===== src/core/ppfm_consts.vh =====
// register offsets, field layout and reset values of the port pin function mux
`ifndef PPFM_CONSTS_VH
`define PPFM_CONSTS_VH
`define PPFM_ADDR_W 5
`define PPFM_P1_IN 5'h00
`define PPFM_P1_OUT 5'h01
`define PPFM_P1_DIR 5'h02
`define PPFM_P1_IFG 5'h03
`define PPFM_P1_IES 5'h04
`define PPFM_P1_IE 5'h05
`define PPFM_P1_SEL 5'h06
`define PPFM_P2_IN 5'h08
`define PPFM_P2_OUT 5'h09
`define PPFM_P2_DIR 5'h0a
`define PPFM_P2_IFG 5'h0b
`define PPFM_P2_IES 5'h0c
`define PPFM_P2_IE 5'h0d
`define PPFM_P2_SEL 5'h0e
`define PPFM_RST_BYTE 8'h00
`define PPFM_P2_BONDED 8'h3f
`define PPFM_P1_CLK_BIT 0
`define PPFM_P1_SUBSYSTEM_CLOCK_BIT 4
`define PPFM_P2_ACLK_BIT 0
`define PPFM_P2_ALTCLK_BIT 1
`endif


===== src/core/ppfm_port_regs.v =====
// one 8-bit port: output, direction, select, enable, edge select and flag registers
`timescale 1ns/1ps
`include "ppfm_consts.vh"
module ppfm_port_regs #(
    parameter [7:0] HW_EVENT_MASK = 8'hff
) (
    input wire clk_sys,
    input wire rst_n,
    input wire wr_out,
    input wire wr_dir,
    input wire wr_ifg,
    input wire wr_ies,
    input wire wr_ie,
    input wire wr_sel,
    input wire [7:0] wdata,
    input wire [7:0] pin_in,
    output reg [7:0] out_value,
    output reg [7:0] dir_value,
    output reg [7:0] ifg_value,
    output reg [7:0] ies_value,
    output reg [7:0] ie_value,
    output reg [7:0] sel_value,
    output reg [7:0] in_value
);
    wire [7:0] rise;
    wire [7:0] fall;
    wire [7:0] edge_hit;
    reg [7:0] next_ifg;

    // edges against the previous sampled input; unbonded bits masked off
    assign rise = pin_in & ~in_value;
    assign fall = ~pin_in & in_value;
    assign edge_hit = ((rise & ~ies_value) | (fall & ies_value)) & HW_EVENT_MASK;

    // a hardware edge wins over a software write in the same cycle
    always @* begin
        next_ifg = wr_ifg ? wdata : ifg_value;
        next_ifg = next_ifg | edge_hit;
    end

    always @(posedge clk_sys or negedge rst_n) begin
        if (!rst_n) begin
            out_value <= `PPFM_RST_BYTE;
            dir_value <= `PPFM_RST_BYTE;
            ifg_value <= `PPFM_RST_BYTE;
            ies_value <= `PPFM_RST_BYTE;
            ie_value <= `PPFM_RST_BYTE;
            sel_value <= `PPFM_RST_BYTE;
            in_value <= `PPFM_RST_BYTE;
        end else begin
            in_value <= pin_in;
            ifg_value <= next_ifg;
            if (wr_out) begin
                out_value <= wdata;
            end
            if (wr_dir) begin
                dir_value <= wdata;
            end
            if (wr_ies) begin
                ies_value <= wdata;
            end
            if (wr_ie) begin
                ie_value <= wdata;
            end
            if (wr_sel) begin
                sel_value <= wdata;
            end
        end
    end
endmodule // ppfm_port_regs


===== src/core/ppfm_pin_mux.v =====
// per-bit output multiplexer: port value or peripheral, enable from direction
`timescale 1ns/1ps
module ppfm_pin_mux (
    input wire [7:0] sel_value,
    input wire [7:0] out_value,
    input wire [7:0] dir_value,
    input wire [7:0] periph_out,
    output wire [7:0] pin_value,
    output wire [7:0] pin_drive
);
    // select one takes the peripheral, zero the port output bit
    assign pin_value = (sel_value & periph_out) | (~sel_value & out_value);
    // the peripheral never touches direction
    assign pin_drive = dir_value;
endmodule // ppfm_pin_mux


===== src/core/ppfm_top.v =====
// port pin function mux for two 8-bit ports with register access and port interrupts
// Operation
// - select bit picks port or peripheral output
// - pin drive enable always from direction bit
// - port1 bit0: low output, input clocks timer
// - port1 bits1-3: compares out, captures A in
// - port1 bit4 outputs subsystem clock, input plain
// - port1 bits5-7 output compares, inputs unused
// - port2 bit0 outputs auxiliary clock
// - port2 bit1: low output, timer alternate clock
// - port2 bits2-4 compares; bits2-3 captures B
// - port2 bits6-7 unbonded, registers still present
// - unbonded flags change only by software
// - each bit has enable, flag, edge select
//
// The address map and strobed register access were chosen for this implementation.
`timescale 1ns/1ps
`include "ppfm_consts.vh"
module ppfm_top (
    input wire clk_sys,
    input wire rst_n,
    input wire [`PPFM_ADDR_W-1:0] reg_addr,
    input wire [7:0] reg_wdata,
    input wire reg_wr,
    input wire reg_rd,
    output reg [7:0] reg_rdata,
    input wire [7:0] p1_pin_in,
    output reg [7:0] p1_pin_out,
    output reg [7:0] p1_pin_oe,
    input wire [5:0] p2_pin_in,
    output reg [5:0] p2_pin_out,
    output reg [5:0] p2_pin_oe,
    input wire compare0_output,
    input wire compare1_output,
    input wire compare2_output,
    input wire subsystem_clock,
    input wire aux_clock,
    output reg timer_ext_clock_in,
    output reg timer_alt_clock_in,
    output reg capture0_input_a,
    output reg capture1_input_a,
    output reg capture2_input_a,
    output reg capture0_input_b,
    output reg capture1_input_b,
    output reg p1_irq,
    output reg p2_irq
);
    wire [7:0] p1_out, p1_dir, p1_ifg, p1_ies, p1_ie, p1_sel, p1_in;
    wire [7:0] p2_out, p2_dir, p2_ifg, p2_ies, p2_ie, p2_sel, p2_in;
    wire [7:0] p1_periph, p2_periph;
    wire [7:0] p1_val, p1_drv, p2_val, p2_drv;
    wire [7:0] p2_pin_full;
    reg [7:0] next_rdata;

    // write strobe decode for one port register
    function wr_hit;
        input [`PPFM_ADDR_W-1:0] addr;
        input [`PPFM_ADDR_W-1:0] target;
        input strobe;
        begin
            wr_hit = strobe && (addr == target);
        end
    endfunction

    // peripheral outputs per bit; tied-low bits drive zero when selected
    assign p1_periph = {compare2_output, compare1_output, compare0_output,
                        subsystem_clock,
                        compare2_output, compare1_output, compare0_output,
                        1'b0};
    assign p2_periph = {1'b0, 1'b0,
                        1'b0, // p2 bit5 resistor function not modelled here
                        compare2_output, compare1_output, compare0_output,
                        1'b0,
                        aux_clock};
    // unbonded bits see a constant low so no edge ever reaches them
    assign p2_pin_full = {2'b00, p2_pin_in};

    ppfm_port_regs #(.HW_EVENT_MASK(8'hff)) u_p1 (
        .clk_sys(clk_sys),
        .rst_n(rst_n),
        .wr_out(wr_hit(reg_addr, `PPFM_P1_OUT, reg_wr)),
        .wr_dir(wr_hit(reg_addr, `PPFM_P1_DIR, reg_wr)),
        .wr_ifg(wr_hit(reg_addr, `PPFM_P1_IFG, reg_wr)),
        .wr_ies(wr_hit(reg_addr, `PPFM_P1_IES, reg_wr)),
        .wr_ie(wr_hit(reg_addr, `PPFM_P1_IE, reg_wr)),
        .wr_sel(wr_hit(reg_addr, `PPFM_P1_SEL, reg_wr)),
        .wdata(reg_wdata),
        .pin_in(p1_pin_in),
        .out_value(p1_out),
        .dir_value(p1_dir),
        .ifg_value(p1_ifg),
        .ies_value(p1_ies),
        .ie_value(p1_ie),
        .sel_value(p1_sel),
        .in_value(p1_in)
    );

    ppfm_port_regs #(.HW_EVENT_MASK(`PPFM_P2_BONDED)) u_p2 (
        .clk_sys(clk_sys),
        .rst_n(rst_n),
        .wr_out(wr_hit(reg_addr, `PPFM_P2_OUT, reg_wr)),
        .wr_dir(wr_hit(reg_addr, `PPFM_P2_DIR, reg_wr)),
        .wr_ifg(wr_hit(reg_addr, `PPFM_P2_IFG, reg_wr)),
        .wr_ies(wr_hit(reg_addr, `PPFM_P2_IES, reg_wr)),
        .wr_ie(wr_hit(reg_addr, `PPFM_P2_IE, reg_wr)),
        .wr_sel(wr_hit(reg_addr, `PPFM_P2_SEL, reg_wr)),
        .wdata(reg_wdata),
        .pin_in(p2_pin_full),
        .out_value(p2_out),
        .dir_value(p2_dir),
        .ifg_value(p2_ifg),
        .ies_value(p2_ies),
        .ie_value(p2_ie),
        .sel_value(p2_sel),
        .in_value(p2_in)
    );

    ppfm_pin_mux u_mux1 (
        .sel_value(p1_sel),
        .out_value(p1_out),
        .dir_value(p1_dir),
        .periph_out(p1_periph),
        .pin_value(p1_val),
        .pin_drive(p1_drv)
    );

    ppfm_pin_mux u_mux2 (
        .sel_value(p2_sel),
        .out_value(p2_out),
        .dir_value(p2_dir),
        .periph_out(p2_periph),
        .pin_value(p2_val),
        .pin_drive(p2_drv)
    );

    // read decode; unmapped addresses return zero
    always @* begin
        next_rdata = 8'h00;
        if (reg_addr == `PPFM_P1_IN) begin
            next_rdata = p1_in;
        end else if (reg_addr == `PPFM_P1_OUT) begin
            next_rdata = p1_out;
        end else if (reg_addr == `PPFM_P1_DIR) begin
            next_rdata = p1_dir;
        end else if (reg_addr == `PPFM_P1_IFG) begin
            next_rdata = p1_ifg;
        end else if (reg_addr == `PPFM_P1_IES) begin
            next_rdata = p1_ies;
        end else if (reg_addr == `PPFM_P1_IE) begin
            next_rdata = p1_ie;
        end else if (reg_addr == `PPFM_P1_SEL) begin
            next_rdata = p1_sel;
        end else if (reg_addr == `PPFM_P2_IN) begin
            next_rdata = p2_in;
        end else if (reg_addr == `PPFM_P2_OUT) begin
            next_rdata = p2_out;
        end else if (reg_addr == `PPFM_P2_DIR) begin
            next_rdata = p2_dir;
        end else if (reg_addr == `PPFM_P2_IFG) begin
            next_rdata = p2_ifg;
        end else if (reg_addr == `PPFM_P2_IES) begin
            next_rdata = p2_ies;
        end else if (reg_addr == `PPFM_P2_IE) begin
            next_rdata = p2_ie;
        end else if (reg_addr == `PPFM_P2_SEL) begin
            next_rdata = p2_sel;
        end
    end

    // all outputs registered: one cycle of latency on pins and timer inputs
    always @(posedge clk_sys or negedge rst_n) begin
        if (!rst_n) begin
            reg_rdata <= 8'h00;
            p1_pin_out <= 8'h00;
            p1_pin_oe <= 8'h00;
            p2_pin_out <= 6'h00;
            p2_pin_oe <= 6'h00;
            timer_ext_clock_in <= 1'b0;
            timer_alt_clock_in <= 1'b0;
            capture0_input_a <= 1'b0;
            capture1_input_a <= 1'b0;
            capture2_input_a <= 1'b0;
            capture0_input_b <= 1'b0;
            capture1_input_b <= 1'b0;
            p1_irq <= 1'b0;
            p2_irq <= 1'b0;
        end else begin
            // read data stands in each cycle after a cycle with reg_rd high, zero otherwise
            reg_rdata <= reg_rd ? next_rdata : 8'h00;
            p1_pin_out <= p1_val;
            p1_pin_oe <= p1_drv;
            p2_pin_out <= p2_val[5:0];
            p2_pin_oe <= p2_drv[5:0];
            timer_ext_clock_in <= p1_pin_in[`PPFM_P1_CLK_BIT];
            capture0_input_a <= p1_pin_in[1];
            capture1_input_a <= p1_pin_in[2];
            capture2_input_a <= p1_pin_in[3];
            timer_alt_clock_in <= p2_pin_in[`PPFM_P2_ALTCLK_BIT];
            capture0_input_b <= p2_pin_in[2];
            capture1_input_b <= p2_pin_in[3];
            p1_irq <= |(p1_ifg & p1_ie);
            p2_irq <= |(p2_ifg & p2_ie);
        end
    end
endmodule // ppfm_top


===== config.mk =====
export PLATFORM = sky130hd
export DESIGN_NAME = ppfm_top
export DESIGN_NICKNAME = d
export VERILOG_FILES = /design/src/core/ppfm_port_regs.v /design/src/core/ppfm_pin_mux.v /design/src/core/ppfm_top.v
export VERILOG_INCLUDE_DIRS = /design/src /design/src/core
export SDC_FILE = /design/constraint.sdc
export NUM_CORES = 1
export LEC_CHECK = 0
export BUFFER_PORTS_ARGS = -buffer_cell sky130_fd_sc_hd__buf_2
export CORE_AREA = 2 2 80 159
export CTS_CLUSTER_SIZE = 24
export DETAILED_ROUTE_END_ITERATION = 10
export DIE_AREA = 0 0 82 161
export PLACE_DENSITY = 0.8
export SETUP_SLACK_MARGIN = 0.02
export SYNTH_ARGS = -nofsm -noshare
export SYNTH_HDL_FRONTEND = slang
export SYNTH_SLANG_ARGS = --single-unit

===== constraint.sdc =====
create_clock -name clk_sys -period 1.5 [get_ports clk_sys]
set_input_delay 0.075 -clock clk_sys [delete_from_list [all_inputs] [get_ports clk_sys]]
set_output_delay 0.075 -clock clk_sys [all_outputs]
set_load 0.005 [all_outputs]

==> metrics.txt <==
status finished, final reports clean; initial drt markers 467; Max-Cap Viols 0; slowest cell delay on critical path 410 ps; fmax 723 MHz; share of layout cells above drive strength 1 39.2%; Slew headroom 70.1%; first-pass GRT wire length 30100 um; drt first pass iters 5; hold crit path type input port to flip-flop; minimum clock period after layout 1380 ps; vias in the first global route 5581; Worst setup EP type flip-flop; synth unique cells 52; CTS tree done; drc violations 0; share of the synthesized area in the top cell type 54.4%; Boundary Pins 81; Leakage 3.99 nW; final antenna-violating net count 0; die width 82 um; Logic pwr share 15.7%; data arrival time of the critical path 1690 ps; worst hold slack 52.5 ps; Resized Gates After CTS 0; register share of total power 45.7%; Crit path required time 1800 ps; largest net degree at the start of global routing 45; fillers 834; met2 Use GR 50.9%; Synth area leader dfrtp_1; core footprint 0.0120 sq mm; DR vias/cell 6.11; estimated wirelength of the detail-placed design 13800 um; TNS Setup 0 ps; nets@finish 779; register area 0.00370 sq mm; critical path class flip-flop to flip-flop; number of diodes 0; gr usage total 30.9%; initial antenna violation count 0; switching pwr 0.00314 W; met3 global-route usage 5.36%; Synth Flop Type dfrtp_1; Tot Pwr 0.0113 W; H-tree levels 4; Clk network pwr share 38.6%; cell count after synthesis 581; ordered list of cells on the worst path a22oi_1 -> o22ai_1 -> or3_1 -> o211a_1; final instance area 0.00873 sq mm; pwr dens 1290 mW/mm^2; met1 usage 39.1%; Worst setup SP type flip-flop; Initial Utilization 56.8%; worst skew pair latency 420 ps; root buffer cell clkbuf_16; Seq/Total Area, Yosys 54.4%; top cells by area, synth dfrtp_1 (54%), mux2_2 (15%), mux2i_1 (5.6%); via count 5520; clock slew at reported path FFs 70 ps; Multi-input gate area 0.00291 sq mm; asr flop ratio synth 100%; Core Rows 57; crit path max fanout 3; Clock Path Buffers 2; busiest grt layer met2; wire per inst 21.3 um; Fin. Hold Viols 0; Power Internal 0.00812 W; Routability Congestion 0.939; Seq cells post-synth 148; clk_skew 8.75 ps; Post-Syn Area 0.00681 sq mm; Final Cycle Share 92.2%; die area 0.0132 sq mm; Final setup viols 0; Pins Over Slew Limit 0; synth warn 0; die height 161 um; Clock Sinks 148; Avg Synthesized Cell Area 11.7 sq um; Post-Route WL 19200 um; Area after DPL 0.00792 sq mm; number of CTS-inserted buffers 17; worst-margin pin slew 449 ps; crit path max-delay cell type dfrtp_1; P&R area growth vs syn 28.2%; grt total ovfl 0; RSZ-0062 raised after global routing no; Final Util 72.9%; syn_nets 617; Post-synth EDFFs 0; Net Sw Frac 27.9%; I/O Buffers 80; maximum vdd drop 1.01 mV
[worst max-delay path, delay by kind of cell (launching register included)]
family | cells | cell delay, ps
flops | 1 | 410
simple gates | 1 | 330
compound gates | 3 | 540
[cells in the mapped netlist (4+ instances only)]
library cell	count
a211oi_1	11
a21oi_1	22
a22o_1	4
a22oi_1	11
buf_2	10
buf_6	4
clkbuf_1	16
dfrtp_1	148
inv_1	9
mux2_2	91
mux2i_1	38
nand2_1	45
nand2b_1	7
nor2_1	43
nor2_2	7
nor2_4	4
nor2b_1	10
nor3_1	6
o211ai_1	14
o21a_1	4
o21ai_0	25
o22a_1	4
o22ai_1	6
[cell families (layout without fill, tap and decap cells)]
logic type,count (synthesis),in the layout,share of synthesized area (%)
AO/OA/AOI/OAI,118,118,11.5
buffers and inverters,43,218,3.05
AND/OR/NAND/NOR,143,143,10.4
multiplexers,129,129,20.6
flip-flops,148,148,54.4
[area by class of cell]
cell class / count / share of cell area (%)
clock inverters: 15 / 2.11
well taps: 147 / 2.11
clock buffers: 17 / 4.87
repair buffers: 176 / 14.8
flip-flops and latches: 148 / 42.4
inverters: 10 / 0.430
multi-input cells: 390 / 33.3
[placed cells by master, fill, tap and decap left out, types with 3 or more instances in the layout]
cell	count
a211oi_1	11
nor2b_1	10
nand2b_1	7
buf_2	79
nor2_2	5
a31oi_1	3
dfrtp_1	148
clkbuf_16	17
nand2_1	45
nor3_1	6
nand3_1	3
a22o_1	4
a21oi_1	22
mux2i_1	38
o21a_1	4
nor2_4	6
nor2_1	43
buf_12	9
buf_4	67
dlygate4sd3_1	20
inv_6	7
or3_1	3
inv_1	9
a22oi_1	11
mux2_2	91
o22ai_1	6
o21ai_0	25
o22a_1	4
o211ai_1	14
nand4_1	3
[stage by stage]
step                instances  worst slack [ps]
floorplan                 581              17.2
global placement          851              -188
detailed placement        851              -221
CTS                       903               143
global route              903              72.1
finish                    903               117
[metal layers]
metal | wire (um) | vias to the layer above | share of wire [%]
met3 | 1080 | 61 | 5.6
li1 | - | 2422 | -
met4 | 942 | 0 | 4.9
met1 | 7500 | 2768 | 39
met2 | 9690 | 269 | 50
met5 | 0 | - | 0
[power groups by stage]
stage          Sequential (W)  Combinational (W)  Clock, W
6_report              0.00515            0.00177   0.00434
5_1_grt               0.00522            0.00193   0.00455
4_1_cts               0.00513            0.00178   0.00440
3_5_place_dp          0.00519            0.00171         0
3_3_place_gp          0.00517            0.00166         0
2_1_floorplan         0.00506            0.00100         0
[final timing paths]
kind                                        start                end  slack, ps  cells past startpoint
worst max-delay path            u_p2.dir_value[2]       reg_rdata[2]        120                      4
worst min-delay path                 reg_wdata[7]  u_p1.dir_value[7]         50                      3
worst max register to register  u_p2.dir_value[2]       reg_rdata[2]        120                      4
worst min register to register  u_p1.dir_value[5]       p1_pin_oe[5]        390                      0
max in group asynchronous                   rst_n  u_p2.ifg_value[0]        760                      3
min in group asynchronous                   rst_n  u_p2.ies_value[5]        140                      2
[what timing repair did]
item	4_1_cts	5_1_grt
endpoints found under the hold margin	176	0
hold buffers	20	0
setup buffers	0	0
No activity file was read; power rests on OpenSTA's default activity.
